## config.mk

```make
export PLATFORM = sky130hd
export DESIGN_NAME = bic_counter
export DESIGN_NICKNAME = d
export VERILOG_FILES = /design/src/bic_pkg.sv /design/src/bic_evt_if.sv /design/src/bic_evt_decode.sv /design/src/bic_counter.sv
export SDC_FILE = /design/constraint.sdc
export NUM_CORES = 1
export LEC_CHECK = 0
export BUFFER_PORTS_ARGS = -buffer_cell sky130_fd_sc_hd__buf_2
export CORE_ASPECT_RATIO = 0.5
export CORE_MARGIN = 4
export CORE_UTILIZATION = 40
export CTS_BUF_LIST = sky130_fd_sc_hd__clkbuf_2
export CTS_CLUSTER_DIAMETER = 40
export DETAILED_ROUTE_END_ITERATION = 8
export PLACE_DENSITY = 0.66
export REMOVE_ABC_BUFFERS = 1
export SYNTH_ARGS = -nofsm -noshare
export SYNTH_HDL_FRONTEND = slang
export SYNTH_HIERARCHICAL = 1
export SYNTH_SLANG_ARGS = --single-unit
```

## constraint.sdc

```tcl
create_clock -name clk_in -period 3.6 [get_ports clk_in]
set_input_delay 0.36 -clock clk_in [delete_from_list [all_inputs] [get_ports clk_in]]
set_output_delay 0.36 -clock clk_in [all_outputs]
set_load 0.02 [all_outputs]
```

## src/bic_pkg.sv

```systemverilog
/*
  Package for the branch and interrupt event counter: event codes, unit masks,
  widths and reset values shared by the counter and its event decoder.
  Assumes a single core clock and a synchronous active-low reset.
*/
package bic_pkg;
  localparam int BIC_SEL_W = 8;
  localparam int BIC_CNT_W = 48;
  localparam logic [7:0] BIC_EVT_BR_ANY = 8'hc4;
  localparam logic [7:0] BIC_MSK_BR_ANY = 8'h0f;
  localparam logic [7:0] BIC_EVT_BR_MISP = 8'hc5;
  localparam logic [7:0] BIC_MSK_BR_MISP = 8'h00;
  localparam logic [7:0] BIC_EVT_INT = 8'hc6;
  localparam logic [7:0] BIC_MSK_INT_DIS = 8'h01;
  localparam logic [7:0] BIC_MSK_INT_PEND = 8'h02;
  localparam logic [47:0] BIC_CNT_RST = 48'h0;
  localparam logic [31:0] BIC_TAG_RST = 32'h0;

  typedef enum logic [2:0] {
    bic_sel_none,
    bic_sel_br_alt,
    bic_sel_br_misp,
    bic_sel_int_dis,
    bic_sel_int_pend
  } bic_sel_t;

  // Selector decode, shared by the decoder and the assertions
  function automatic bic_sel_t bic_decode(input logic [7:0] evt, input logic [7:0] msk);
    if (evt == BIC_EVT_BR_ANY && msk == BIC_MSK_BR_ANY) begin
      return bic_sel_br_alt;
    end else if (evt == BIC_EVT_BR_MISP && msk == BIC_MSK_BR_MISP) begin
      return bic_sel_br_misp;
    end else if (evt == BIC_EVT_INT && msk == BIC_MSK_INT_DIS) begin
      return bic_sel_int_dis;
    end else if (evt == BIC_EVT_INT && msk == BIC_MSK_INT_PEND) begin
      return bic_sel_int_pend;
    end
    return bic_sel_none;
  endfunction : bic_decode
endpackage : bic_pkg

```

## src/bic_evt_if.sv

```systemverilog
/*
  Interface carrying the decoded selection and the per-cycle event pulse
  from the event decoder to the counter. Assumes one clock domain.
*/
`timescale 1ns/10ps
interface bic_evt_if;
  import bic_pkg::*;
  bic_sel_t sel;
  logic hit;
  logic [31:0] hit_tag;
  modport src (output sel, output hit, output hit_tag);
  modport dst (input sel, input hit, input hit_tag);
endinterface : bic_evt_if

```

## src/bic_evt_decode.sv

```systemverilog
/*
  Event decoder: turns the selector and the core status lines into one
  count pulse per cycle, with the tag of the causing branch.
  Assumes retire and interrupt status are synchronous to clk_in.
*/
`timescale 1ns/10ps
module bic_evt_decode
  import bic_pkg::*;
(
  // Selector
  input wire logic [BIC_SEL_W-1:0] evt_sel_in,
  input wire logic [BIC_SEL_W-1:0] umask_in,
  // Retire and interrupt status
  input wire logic br_retire_in,
  input wire logic br_pred_taken_in,
  input wire logic br_taken_in,
  input wire logic [31:0] br_tag_in,
  input wire logic int_disabled_in,
  input wire logic int_pending_in,
  // Decoded event
  bic_evt_if.src evt
);
  logic misp;

  // Mispredict is a direction mismatch, either way round
  assign misp = br_retire_in && (br_pred_taken_in != br_taken_in);
  assign evt.sel = bic_decode(evt_sel_in, umask_in);
  assign evt.hit_tag = br_tag_in;

  always_comb begin
    case (evt.sel)
      bic_sel_br_alt: evt.hit = misp;
      bic_sel_br_misp: evt.hit = misp;
      bic_sel_int_dis: evt.hit = int_disabled_in;
      bic_sel_int_pend: evt.hit = int_disabled_in && int_pending_in;
      default: evt.hit = 1'b0;
    endcase
  end
endmodule : bic_evt_decode

```

## src/bic_counter.sv

```systemverilog
/*
  Branch and interrupt event counter: selects one event by event number and
  unit mask and counts it on the core clock, recording the tag of the last
  counted branch for the precise event.
  Assumes the selector is written by software elsewhere and held stable.
*/
`timescale 1ns/10ps
// Functional notes
// - Event c4h with mask 0fh counts each retired mispredicted branch, same as the dedicated event.
// - Event c5h counts one for every retired branch that was mispredicted.
// - Event c5h is precise: each count records the tag of the exact branch that caused it.
// - A branch is mispredicted when its predicted direction differs from its resolved direction.
// - Event c6h with mask 01h counts every cycle with interrupt acceptance disabled.
// - Event c6h with mask 02h counts every cycle with an interrupt pending while disabled.
module bic_counter
  import bic_pkg::*;
#(
  parameter int CNT_W = BIC_CNT_W
) (
  // Clock and reset
  input wire logic clk_in,
  input wire logic rst_b_in,
  // Selector
  input wire logic [BIC_SEL_W-1:0] evt_sel_in,
  input wire logic [BIC_SEL_W-1:0] umask_in,
  // Retire and interrupt status
  input wire logic br_retire_in,
  input wire logic br_pred_taken_in,
  input wire logic br_taken_in,
  input wire logic [31:0] br_tag_in,
  input wire logic int_disabled_in,
  input wire logic int_pending_in,
  // Count and precise record
  output logic [CNT_W-1:0] count_out,
  output logic precise_valid_out,
  output logic [31:0] precise_tag_out
);
  bic_evt_if evt ();
  logic [CNT_W-1:0] next_count;

  bic_evt_decode u_decode (
    .evt_sel_in(evt_sel_in),
    .umask_in(umask_in),
    .br_retire_in(br_retire_in),
    .br_pred_taken_in(br_pred_taken_in),
    .br_taken_in(br_taken_in),
    .br_tag_in(br_tag_in),
    .int_disabled_in(int_disabled_in),
    .int_pending_in(int_pending_in),
    .evt(evt)
  );

  // Wraps silently; overflow handling lives outside this block
  assign next_count = evt.hit ? count_out + CNT_W'(1) : count_out;

  always_ff @(posedge clk_in) begin
    if (!rst_b_in) begin
      count_out <= CNT_W'(BIC_CNT_RST);
    end else begin
      count_out <= next_count;
    end
  end

  // Tag captured the same cycle as the count, so skid never misattributes
  always_ff @(posedge clk_in) begin
    if (!rst_b_in) begin
      precise_valid_out <= 1'b0;
      precise_tag_out <= BIC_TAG_RST;
    end else begin
      precise_valid_out <= evt.hit && evt.sel == bic_sel_br_misp;
      if (evt.hit && evt.sel == bic_sel_br_misp) begin
        precise_tag_out <= evt.hit_tag;
      end
    end
  end

  logic misp_c;
  assign misp_c = br_retire_in && (br_pred_taken_in != br_taken_in);

  property p_alt_branch;
    @(posedge clk_in) disable iff (!rst_b_in)
      (bic_decode(evt_sel_in, umask_in) == bic_sel_br_alt) |=>
        count_out == $past(count_out) + CNT_W'($past(misp_c));
  endproperty
  a_alt_branch: assert property (p_alt_branch) else $error("alt branch count wrong");

  property p_misp_branch;
    @(posedge clk_in) disable iff (!rst_b_in)
      (bic_decode(evt_sel_in, umask_in) == bic_sel_br_misp && misp_c) |=> count_out == $past(count_out) + CNT_W'(1);
  endproperty
  a_misp_branch: assert property (p_misp_branch) else $error("mispredict not counted");

  property p_precise;
    @(posedge clk_in) disable iff (!rst_b_in)
      (bic_decode(evt_sel_in, umask_in) == bic_sel_br_misp && misp_c) |=>
        precise_valid_out && precise_tag_out == $past(br_tag_in);
  endproperty
  a_precise: assert property (p_precise) else $error("precise tag wrong");

  property p_correct_pred;
    @(posedge clk_in) disable iff (!rst_b_in)
      (bic_decode(evt_sel_in, umask_in) == bic_sel_br_misp && br_retire_in && br_pred_taken_in == br_taken_in) |=>
        $stable(count_out);
  endproperty
  a_correct_pred: assert property (p_correct_pred) else $error("correct branch counted");

  property p_int_dis;
    @(posedge clk_in) disable iff (!rst_b_in)
      (bic_decode(evt_sel_in, umask_in) == bic_sel_int_dis) |=>
        count_out == $past(count_out) + CNT_W'($past(int_disabled_in));
  endproperty
  a_int_dis: assert property (p_int_dis) else $error("disabled cycles wrong");

  property p_int_pend;
    @(posedge clk_in) disable iff (!rst_b_in)
      (bic_decode(evt_sel_in, umask_in) == bic_sel_int_pend) |=>
        count_out == $past(count_out) + CNT_W'($past(int_disabled_in && int_pending_in));
  endproperty
  a_int_pend: assert property (p_int_pend) else $error("pending cycles wrong");

  property p_no_sel;
    @(posedge clk_in) disable iff (!rst_b_in)
      (bic_decode(evt_sel_in, umask_in) == bic_sel_none) [*2] |=> $stable(count_out);
  endproperty
  a_no_sel: assert property (p_no_sel) else $error("count moved without selection");

  property p_run_dis;
    @(posedge clk_in) disable iff (!rst_b_in)
      (bic_decode(evt_sel_in, umask_in) == bic_sel_int_dis && int_disabled_in) [*3] |=>
        count_out == $past(count_out, 3) + CNT_W'(3);
  endproperty
  a_run_dis: assert property (p_run_dis) else $error("disabled run miscounted");

  property p_misp_quiet;
    @(posedge clk_in) disable iff (!rst_b_in)
      (bic_decode(evt_sel_in, umask_in) == bic_sel_br_misp && !misp_c) |=> $stable(count_out);
  endproperty
  a_misp_quiet: assert property (p_misp_quiet) else $error("c5h counted without a mispredict");

  property p_misp_run;
    @(posedge clk_in) disable iff (!rst_b_in)
      (bic_decode(evt_sel_in, umask_in) == bic_sel_br_misp && misp_c) [*3] |=>
        count_out == $past(count_out, 3) + CNT_W'(3);
  endproperty
  a_misp_run: assert property (p_misp_run) else $error("back-to-back mispredicts miscounted");

  property p_misp_nt;
    @(posedge clk_in) disable iff (!rst_b_in)
      (bic_decode(evt_sel_in, umask_in) == bic_sel_br_misp && br_retire_in && !br_pred_taken_in && br_taken_in) |=>
        count_out == $past(count_out) + CNT_W'(1);
  endproperty
  a_misp_nt: assert property (p_misp_nt) else $error("not-taken prediction miss lost");

  // Only a counted c5h branch may pulse or move the record, so c4h never looks precise
  property p_precise_quiet;
    @(posedge clk_in) disable iff (!rst_b_in)
      !(bic_decode(evt_sel_in, umask_in) == bic_sel_br_misp && misp_c) |=>
        !precise_valid_out && $stable(precise_tag_out);
  endproperty
  a_precise_quiet: assert property (p_precise_quiet) else $error("stray precise record");

  property p_alt_correct;
    @(posedge clk_in) disable iff (!rst_b_in)
      (bic_decode(evt_sel_in, umask_in) == bic_sel_br_alt && br_retire_in && br_pred_taken_in == br_taken_in) |=>
        $stable(count_out);
  endproperty
  a_alt_correct: assert property (p_alt_correct) else $error("correct c4h branch counted");

  property p_int_idle;
    @(posedge clk_in) disable iff (!rst_b_in)
      (bic_decode(evt_sel_in, umask_in) == bic_sel_int_dis && !int_disabled_in) |=> $stable(count_out);
  endproperty
  a_int_idle: assert property (p_int_idle) else $error("enabled cycle counted");

  property p_pend_idle;
    @(posedge clk_in) disable iff (!rst_b_in)
      (bic_decode(evt_sel_in, umask_in) == bic_sel_int_pend && !(int_disabled_in && int_pending_in)) |=>
        $stable(count_out);
  endproperty
  a_pend_idle: assert property (p_pend_idle) else $error("cycle without pending and disabled counted");

  property p_pend_run;
    @(posedge clk_in) disable iff (!rst_b_in)
      (bic_decode(evt_sel_in, umask_in) == bic_sel_int_pend && int_disabled_in && int_pending_in) [*3] |=>
        count_out == $past(count_out, 3) + CNT_W'(3);
  endproperty
  a_pend_run: assert property (p_pend_run) else $error("pending run miscounted");

  // Reference decode kept apart from the shared function on purpose, so a slip there shows up here
  logic [CNT_W-1:0] ref_count;
  logic ref_hit;

  always_comb begin
    ref_hit = 1'b0;
    if (evt_sel_in == BIC_EVT_BR_ANY && umask_in == BIC_MSK_BR_ANY) begin
      ref_hit = misp_c;
    end else if (evt_sel_in == BIC_EVT_BR_MISP && umask_in == BIC_MSK_BR_MISP) begin
      ref_hit = misp_c;
    end else if (evt_sel_in == BIC_EVT_INT && umask_in == BIC_MSK_INT_DIS) begin
      ref_hit = int_disabled_in;
    end else if (evt_sel_in == BIC_EVT_INT && umask_in == BIC_MSK_INT_PEND) begin
      ref_hit = int_disabled_in && int_pending_in;
    end
  end

  always_ff @(posedge clk_in) begin
    if (!rst_b_in) begin
      ref_count <= CNT_W'(BIC_CNT_RST);
    end else if (ref_hit) begin
      ref_count <= ref_count + CNT_W'(1);
    end
  end

  property p_ref_count;
    @(posedge clk_in) disable iff (!rst_b_in)
      count_out == ref_count;
  endproperty
  a_ref_count: assert property (p_ref_count) else $error("count differs from reference");

  c_misp: cover property (@(posedge clk_in) disable iff (!rst_b_in)
    bic_decode(evt_sel_in, umask_in) == bic_sel_br_misp && misp_c);
  c_dis: cover property (@(posedge clk_in) disable iff (!rst_b_in)
    bic_decode(evt_sel_in, umask_in) == bic_sel_int_dis && int_disabled_in);
  c_misp_run: cover property (@(posedge clk_in) disable iff (!rst_b_in)
    (bic_decode(evt_sel_in, umask_in) == bic_sel_br_misp && misp_c) [*3]);
  c_alt: cover property (@(posedge clk_in) disable iff (!rst_b_in)
    bic_decode(evt_sel_in, umask_in) == bic_sel_br_alt && misp_c);
  c_pend: cover property (@(posedge clk_in) disable iff (!rst_b_in)
    bic_decode(evt_sel_in, umask_in) == bic_sel_int_pend && int_disabled_in && int_pending_in);
endmodule : bic_counter

```

* Word-level counts from Yosys, hierarchy flattened *
Index checks and enable logic that the tools add are counted.

cells by class
  add/sub/neg operators = 1
  mux-type cells = 10
  $mul = 0
  reduce and logical (&&, ||, !) cells = 9
  eq/ne operators = 11
  shift operators = 0
  bitwise logic cells = 0
  divide/modulo/power cells = 0
  magnitude comparators = 0

operator list
  operator               number
  $add 48x1->48 const B  1
  $eq 8x8->1 const B     3
  $mux 3                 5
  $eq 8x1->1 const B     1
  $eq 8x2->1 const B     1
  $eq 8x4->1 const B     1
  $logic_not 8->1        1
  $logic_and 1x1->1      7
  $eq 3x2->1 const B     2
  $mux 1                 4
  $eq 3x1->1 const B     1
  $eq 3x3->1 const B     1
  $pmux 1 s3             1
  $reduce_or 2->1        1
  $ne 1x1->1             1

word-level totals
  bits in latches = 0
  memory bits (read-only) = 0
  input port bits = 55
  memory bits (writable) = 0
  output and inout bits = 81
  memories kept = 0
  flip-flop bits (word level) = 81

* Depth between registers and ports, before layout *
Gate-level depths: netlist of run 1.

  depth in word-level cells = 11
  depth in mapped cells = 12
  mapped depth without buffers = 9

* Modules after synthesis *
Netlist of run 1, hierarchy kept.

modules (own cells, without submodules)
  module          instances  cells each  area each (µm²)
  bic_counter     1          418         3405.8
  bic_evt_decode  1          58          430.4

* Worst setup path before layout of run 1 *
OpenSTA, ideal clock, no wires.

  path kind = input-to-reg
  start point = in umask_in[5]
  end point = reg count_out[35]
  setup time = 0.071 ns
  arrival time = 3.172 ns
  path slack = 0.357 ns
  path buffers = 3
  stages on the path = 12
  cell sequence = nor4_2 -> nand4_1 -> or4_4 -> o32ai_1 -> buf_4 -> nand4_2 -> or3_1 -> buf_2 -> or3_1 -> buf_2 -> or3_1 -> a21oi_1

between the ends
  word-level cells in the longest chain between the ends = 10

RTL lines
  element                                          RTL line              text
  start: declaration                               bic_counter.sv:25     input wire logic [BIC_SEL_W-1:0] umask_in,
  $eq 8x2->1                                       bic_pkg.sv:35         end else if (evt == BIC_EVT_INT && msk == BIC_MSK_INT_PEND) begin
  $logic_and 1x1->1                                n/a
  $mux 1                                           bic_pkg.sv:35
  $mux 1                                           bic_pkg.sv:33         end else if (evt == BIC_EVT_INT && msk == BIC_MSK_INT_DIS) begin
  $mux 1                                           bic_pkg.sv:31         end else if (evt == BIC_EVT_BR_MISP && msk == BIC_MSK_BR_MISP) begin
  $mux 1                                           bic_pkg.sv:29         if (evt == BIC_EVT_BR_ANY && msk == BIC_MSK_BR_ANY) begin
  $mux 3 (*)                                       bic_pkg.sv:38         return bic_sel_none;
  $eq 3x2->1 / $eq 3x1->1 (equally long branches)  bic_evt_decode.sv:31  case (evt.sel)
  $reduce_or 2->1 (no line)                        n/a
  $pmux 1 s3 (*)                                   bic_evt_decode.sv:31
  net evt.hit                                      bic_evt_if.sv:9       logic hit;
  end signal: assignment                           bic_counter.sv:58     count_out <= CNT_W'(BIC_CNT_RST);
  end signal: assignment                           bic_counter.sv:60     count_out <= next_count;
  end: declaration                                 bic_counter.sv:34     output logic [CNT_W-1:0] count_out,

The timed path passes the listed nets; every way through them passes the cells marked *.
A chain may end at the register's enable or synchronous reset.

* Final worst setup path of run 1 *
  start point = in umask_in[5]
  end point = reg count_out[39]

Same word-level chain as after synthesis.

==> flow_metrics.tcl, run 1 <==
set metrics [dict create \
    max_freq_mhz 340 \
    synth_top_flop_cell "dfxtp_1" \
    die_w_um 146 \
    ys_ff_latch 81 \
    clockBufferDepth 2 \
    reg2reg_depth 5 \
    outcome "finished, final reports clean" \
    synth-compound-area-share 0.0802 \
    final_cell_mix "buf_2 (135), nand2_1 (91), dfxtp_1 (81), nor2_1 (49), a21oi_1 (43)" \
    finalSetupViolations 0 \
    period_needed_ns 2.94 \
    fin_area_um2 4850 \
    layout_commonest_cell "buf_2" \
    min_path_type "input port to flop" \
    num_io_pins 136 \
    viasPerCell 4.96 \
    syn_to_final_growth_pct 26.3 \
    worstPathMaxFanout 8 \
    drv_cap 0 \
    dp_hpwl_um 7060 \
    antenna_found_initial 0 \
    core.rowCount 24 \
    grt_pass1_wl_um 16200 \
    synth_enable_flop_cells 0 \
    yosysSeqAreaShare 0.423 \
    whs_ns 0.0972 \
    cts-root-buf "clkbuf_2" \
    synthAdderAreaFrac 0.00326 \
    startpoint_type "input port" \
    pre_cts_slack_ns 0.119 \
    synth_cell_types 46 \
    placed_cell_area_um2 4390 \
    internal-power_mw 1.18 \
    synthSimpleGateAreaFrac 0.311 \
    final-seq-area_um2 1620 \
    initial_core_util 0.426 \
    reg2reg_from "count_out[28]" \
    yosys_warnings 6 \
    worst_pin_slew_ns 0.786 \
    grt_usage 0.173 \
    dieArea_um2 11300 \
    fillers 868 \
    syn_area_um2 3840 \
    cts.htree.levels 3 \
    cp-endpoint "count_out[39]" \
    peakVddDrop_mv 0.127 \
    clk_latency_ns 0.54 \
    synthXorXnorAreaFrac 0.0799 \
    vias 3613 \
    wire_per_inst_um 13.7 \
    clock_power_share 0.356 \
    route.detailed.drc 0 \
    cts.sinks 81 \
    synth_top_family_by_area "simple AND/OR/NAND/NOR gates" \
    path_clk_slew_ns 0.22 \
    cts_resized 0 \
    finalMaxSlewViolations 0 \
    die_h_um 77.3 \
    wirelength_um 9960 \
    ys_async_sr_fraction 0 \
    timing.rr.end "count_out[45]" \
    ant_nets 0 \
    powerDensity_nw_per_um2 315 \
    power_leakage_nw 1.96 \
    whs_path_depth 3 \
    cts_hold_buf 27 \
    end_kind "flop" \
    fin_crit_sh 0.817 \
    drt_iter0_drc 191 \
    synth_mux_area_frac 0.0104 \
    num_antenna_cells 0 \
    rsz0062_at_grt "false" \
    post-cts-setup-buffer-count 0 \
    multi_input_area_um2 1870 \
    worstSetupPathType "input port to flop" \
    p_sw_uw 350 \
    skew_ns 0.0224 \
    startpoint "umask_in[5]" \
    setup_ws_ns 0.660 \
    drive_gt1_frac 0.271 \
    cts_tree "yes" \
    comb_power_share 0.056 \
    slew-limit-headroom 0.475 \
    hold_viol_final 0 \
    grt_pass1_vias 3270 \
    cp.required_ns 4.08 \
    routabilityCongestion 0.847 \
    reg2reg_slack_ns 1.38 \
    coreArea_um2 9010 \
    switching_share 0.229 \
    syn_area_per_cell_um2 8.06 \
    layout.nets 663 \
    p_seq_frac 0.588 \
    io_buffers 135 \
    drt-pass1-iter-count 4 \
    cp.arrival_ns 3.42 \
    grt-ovfl-total 0 \
    syn_inst 476 \
    numCtsBuffers 9 \
    grt_max_degree 46 \
]
==> how the worst min path moves through the flow <==
| stage | startpoint | endpoint |
|---|---|---|
| 4_1_cts | br_tag_in[2] | precise_tag_out[2] |
| 3_3_place_gp | precise_tag_out[20] | precise_tag_out[20] |
| 3_5_place_dp | precise_tag_out[6] | precise_tag_out[6] |
| 5_1_grt | rst_b_in | count_out[43] |
| 6_report | rst_b_in | count_out[33] |
| 2_1_floorplan | br_tag_in[0] | precise_tag_out[0] |
==> cell families after synthesis <==
| family | count (synthesis) |
|---|---|
| and+or+nand+nor | 236 |
| adders and majority gates | 1 |
| DFF | 81 |
| muxes | 4 |
| buffers and inverters | 61 |
| xor gates and xnor gates | 35 |
| AOI/OAI and AO/OA | 58 |
==> power groups by stage <==
stage / Clock [mW] / Combinational [mW] / Sequential, mW
after floorplan: 0 / 0.0176 / 0.916
after global placement: 0 / 0.0575 / 0.916
after CTS: 0.571 / 0.0804 / 0.899
final: 0.543 / 0.0856 / 0.899
after detailed placement: 0 / 0.0577 / 0.916
after global routing: 0.608 / 0.0931 / 0.900
==> cell usage after synthesis (2+ instances only) <==
library cell	instances	area share
nor4bb_1	2	0.0052
nand4_1	19	0.031
and4_1	4	0.0091
nor4_2	3	0.0098
inv_1	7	0.0069
o21ai_1	3	0.0039
nor3_1	6	0.0078
dfxtp_1	81	0.42
and3_1	4	0.0065
xor2_1	14	0.032
nand3_1	15	0.020
nand2b_1	3	0.0049
nor4_1	11	0.018
a21oi_1	43	0.056
mux2i_1	4	0.010
buf_2	2	0.0026
nor2_1	49	0.048
nor3b_1	3	0.0059
xnor2_1	21	0.048
nand2_1	91	0.089
or3_1	11	0.018
buf_4	33	0.065
o21ai_0	6	0.0078
clkbuf_1	17	0.017
nand4bb_1	2	0.0059
a211oi_1	2	0.0039
==> registers in the layout, summed over array words and instances (netlist names) <==
register / count
count_out: 48
precise_tag_out: 32
precise_valid_out: 1
==> metal layers <==
layer,global-route usage,wire [µm],vias up
li1,-,-,1861
met1,0.217,4790,1658
met2,0.286,4540,85
met3,0.0589,531,9
met4,0.0478,97,0
met5,0,0,-
==> worst max-delay path, cell delays in order <==
cell and delay [ns]:
buf_2 0.10, nor4_2 0.25, nand4_1 0.25, or4_4 0.58, o32ai_1 0.23, nand4_2 0.20, or3_1 0.40, or3_1 0.52
or3_1 0.39, a21oi_1 0.13
==> cell type report <==
type | count | area share
clock buffer | 10 | 0.0103
clock inverter | 6 | 0.0170
inverter | 8 | 0.00620
multi-input combinational | 334 | 0.387
sequential | 81 | 0.335
tap | 117 | 0.0302
timing repair buffer | 173 | 0.215
==> per-stage QoR <==
stage / total power, mW / instances / util / TNS [ns]
after global routing: 1.60 / 729 / 0.538 / 0
after global placement: 0.974 / 681 / 0.488 / 0
after floorplan: 0.934 / 423 / - / -32.26
after detailed placement: 0.974 / 681 / 0.488 / 0
final: 1.53 / 729 / 0.538 / 0
after CTS: 1.55 / 724 / 0.532 / 0
Note: power is estimated with default switching activity, not from simulation.
==> inputs of run 2 (changes only) <==
--- a/config.mk
+++ b/config.mk
@@ -12,7 +12,7 @@
 export CTS_BUF_LIST = sky130_fd_sc_hd__clkbuf_2
 export CTS_CLUSTER_DIAMETER = 40
 export DETAILED_ROUTE_END_ITERATION = 8
-export PLACE_DENSITY = 0.66
+export PLACE_DENSITY = 0.69
 export REMOVE_ABC_BUFFERS = 1
 export SYNTH_ARGS = -nofsm -noshare
 export SYNTH_HDL_FRONTEND = slang
==> constraint.sdc (replaced) <==
create_clock -name clk_in -period 2.6 [get_ports clk_in]
set_input_delay 0.26 -clock clk_in [delete_from_list [all_inputs] [get_ports clk_in]]
set_output_delay 0.26 -clock clk_in [all_outputs]
set_load 0.02 [all_outputs]
==> flow_metrics.tcl, run 2 (synthesis gave the netlist of run 1 again) <==
set metrics [dict create \
    dp_hpwl_um 7220 \
    cts_tree "yes" \
    fin_crit_sh 0.972 \
    grt-ovfl-total 0 \
    viasPerCell 4.99 \
    largest_register_ffs 48 \
    period_needed_ns 2.53 \
    final-seq-area_um2 1620 \
    grt_usage 0.180 \
    clockBufferDepth 2 \
    outcome "finished, final reports clean" \
    power_leakage_nw 2.12 \
    cts.htree.levels 3 \
    die_h_um 77.3 \
    grt_max_degree 37 \
    vias 3776 \
    finalMaxSlewViolations 0 \
    cts-root-buf "clkbuf_2" \
    hold_viol_final 0 \
    finalSetupViolations 0 \
    cts.sinks 81 \
    grt_pass1_wl_um 16800 \
    numCtsBuffers 9 \
    multi_input_area_um2 1920 \
    min_path_type "input port to flop" \
    startpoint_type "input port" \
    coreArea_um2 9010 \
    regMostFlops "count_out" \
    drv_cap 0 \
    finalSetupTns_ns 0 \
    worstSetupPathType "input port to flop" \
    worstPathMaxFanout 8 \
    path_clk_slew_ns 0.21 \
    initial_core_util 0.426 \
    cp.arrival_ns 3.01 \
    end_kind "flop" \
    syn_to_final_growth_pct 33.6 \
    drive_gt1_frac 0.313 \
    wire_per_inst_um 13.5 \
    num_io_pins 136 \
    stdcell_count 757 \
    whs_ns 0.339 \
    pre_cts_slack_ns -0.644 \
    layout_commonest_cell "buf_2" \
    core.rowCount 24 \
    skew_ns 0.0212 \
    setup_ws_ns 0.0722 \
    route.detailed.drc 0 \
    rsz0062_at_grt "false" \
    final_cell_mix "buf_2 (135), nand2_1 (91), dfxtp_1 (81), nor2_1 (48), a21oi_1 (43)" \
    cp.required_ns 3.08 \
    slew-limit-headroom 0.571 \
    clk_latency_ns 0.54 \
    drt_iter0_drc 223 \
    dp_cells 707 \
    top_regs "count_out: 48 flops, precise_tag_out: 32 flops, precise_valid_out: 1 flops" \
    grt_pass1_vias 3517 \
    utilization 0.569 \
    antenna_found_initial 0 \
    die_w_um 146 \
    peakVddDrop_mv 0.168 \
    powerDensity_nw_per_um2 416 \
    num_antenna_cells 0 \
    layout.nets 691 \
    io_buffers 135 \
    ant_nets 0 \
    drt-pass1-iter-count 5 \
    worst_pin_slew_ns 0.643 \
    fillers 818 \
    max_freq_mhz 396 \
    routabilityCongestion 0.849 \
    dieArea_um2 11300 \
    wirelength_um 10200 \
]
[run 2: cell types whose count changed in the layout (fill, tap and decap cells not counted), sizes merged]
cell         change
dlygate4sd3      +1
buf             +27
[run 2: path summary, 6_finish.rpt]
kind,from,end,slack (ns),cells past startpoint
worst max-delay path,umask_in[1],count_out[39],0.07,10
worst min register to register,precise_tag_out[17],precise_tag_out[17],0.46,2
worst min-delay path,int_pending_in,count_out[0],0.34,6
worst max register to register,count_out[28],count_out[39],0.45,5
[run 2: per-layer routing]
metal,share of wire,track usage,wire (µm),vias to the layer above
li1,-,-,-,1916
met1,0.46,0.218,4680,1726
met2,0.46,0.307,4740,116
met3,0.062,0.0589,639,18
met4,0.017,0.0544,177,0
met5,0,0,0,-
[run 2: power by group]
group | total [mW] | switching, mW | internal, mW
Combinational | 0.134 | 0.0536 | 0.0806
Sequential | 1.24 | 0.000000720 | 1.24
Clock | 0.752 | 0.434 | 0.318
Total | 2.13 | 0.487 | 1.64
[run 2: final cells by class]
cell class	instances	area share
clock buffer	10	0.00977
clock inverter	6	0.0161
inverter	8	0.00586
multi-input combinational	334	0.375
sequential	81	0.316
tap	117	0.0286
timing repair buffer	201	0.249
[run 2: metrics by stage]
stage	area, µm²	power (mW)
finish	5120	2.13
global route	5120	2.23
CTS	5070	2.16
detailed placement	4600	1.36
global placement	4600	1.36
floorplan	3510	1.29
[run 2: worst max-delay path: stages]
cell and delay, ns:
buf_2 0.10, or4b_4 0.54, nor2_2 0.14, a21boi_0 0.12, o32ai_2 0.35, nand4_2 0.15
or3_4 0.39, or3_4 0.43, or3_1 0.36, a21oi_1 0.14
[run 2: what timing repair did]
item | 4_1_cts | 5_1_grt
gates cloned | 0 | 0
hold buffers | 33 | 0
pin swaps | 0 | 5
buffers inserted | 0 | 1
endpoints found under the setup margin | 4 | 8
resized for setup | 1 | 9
hold endpoints to repair | 35 | 0
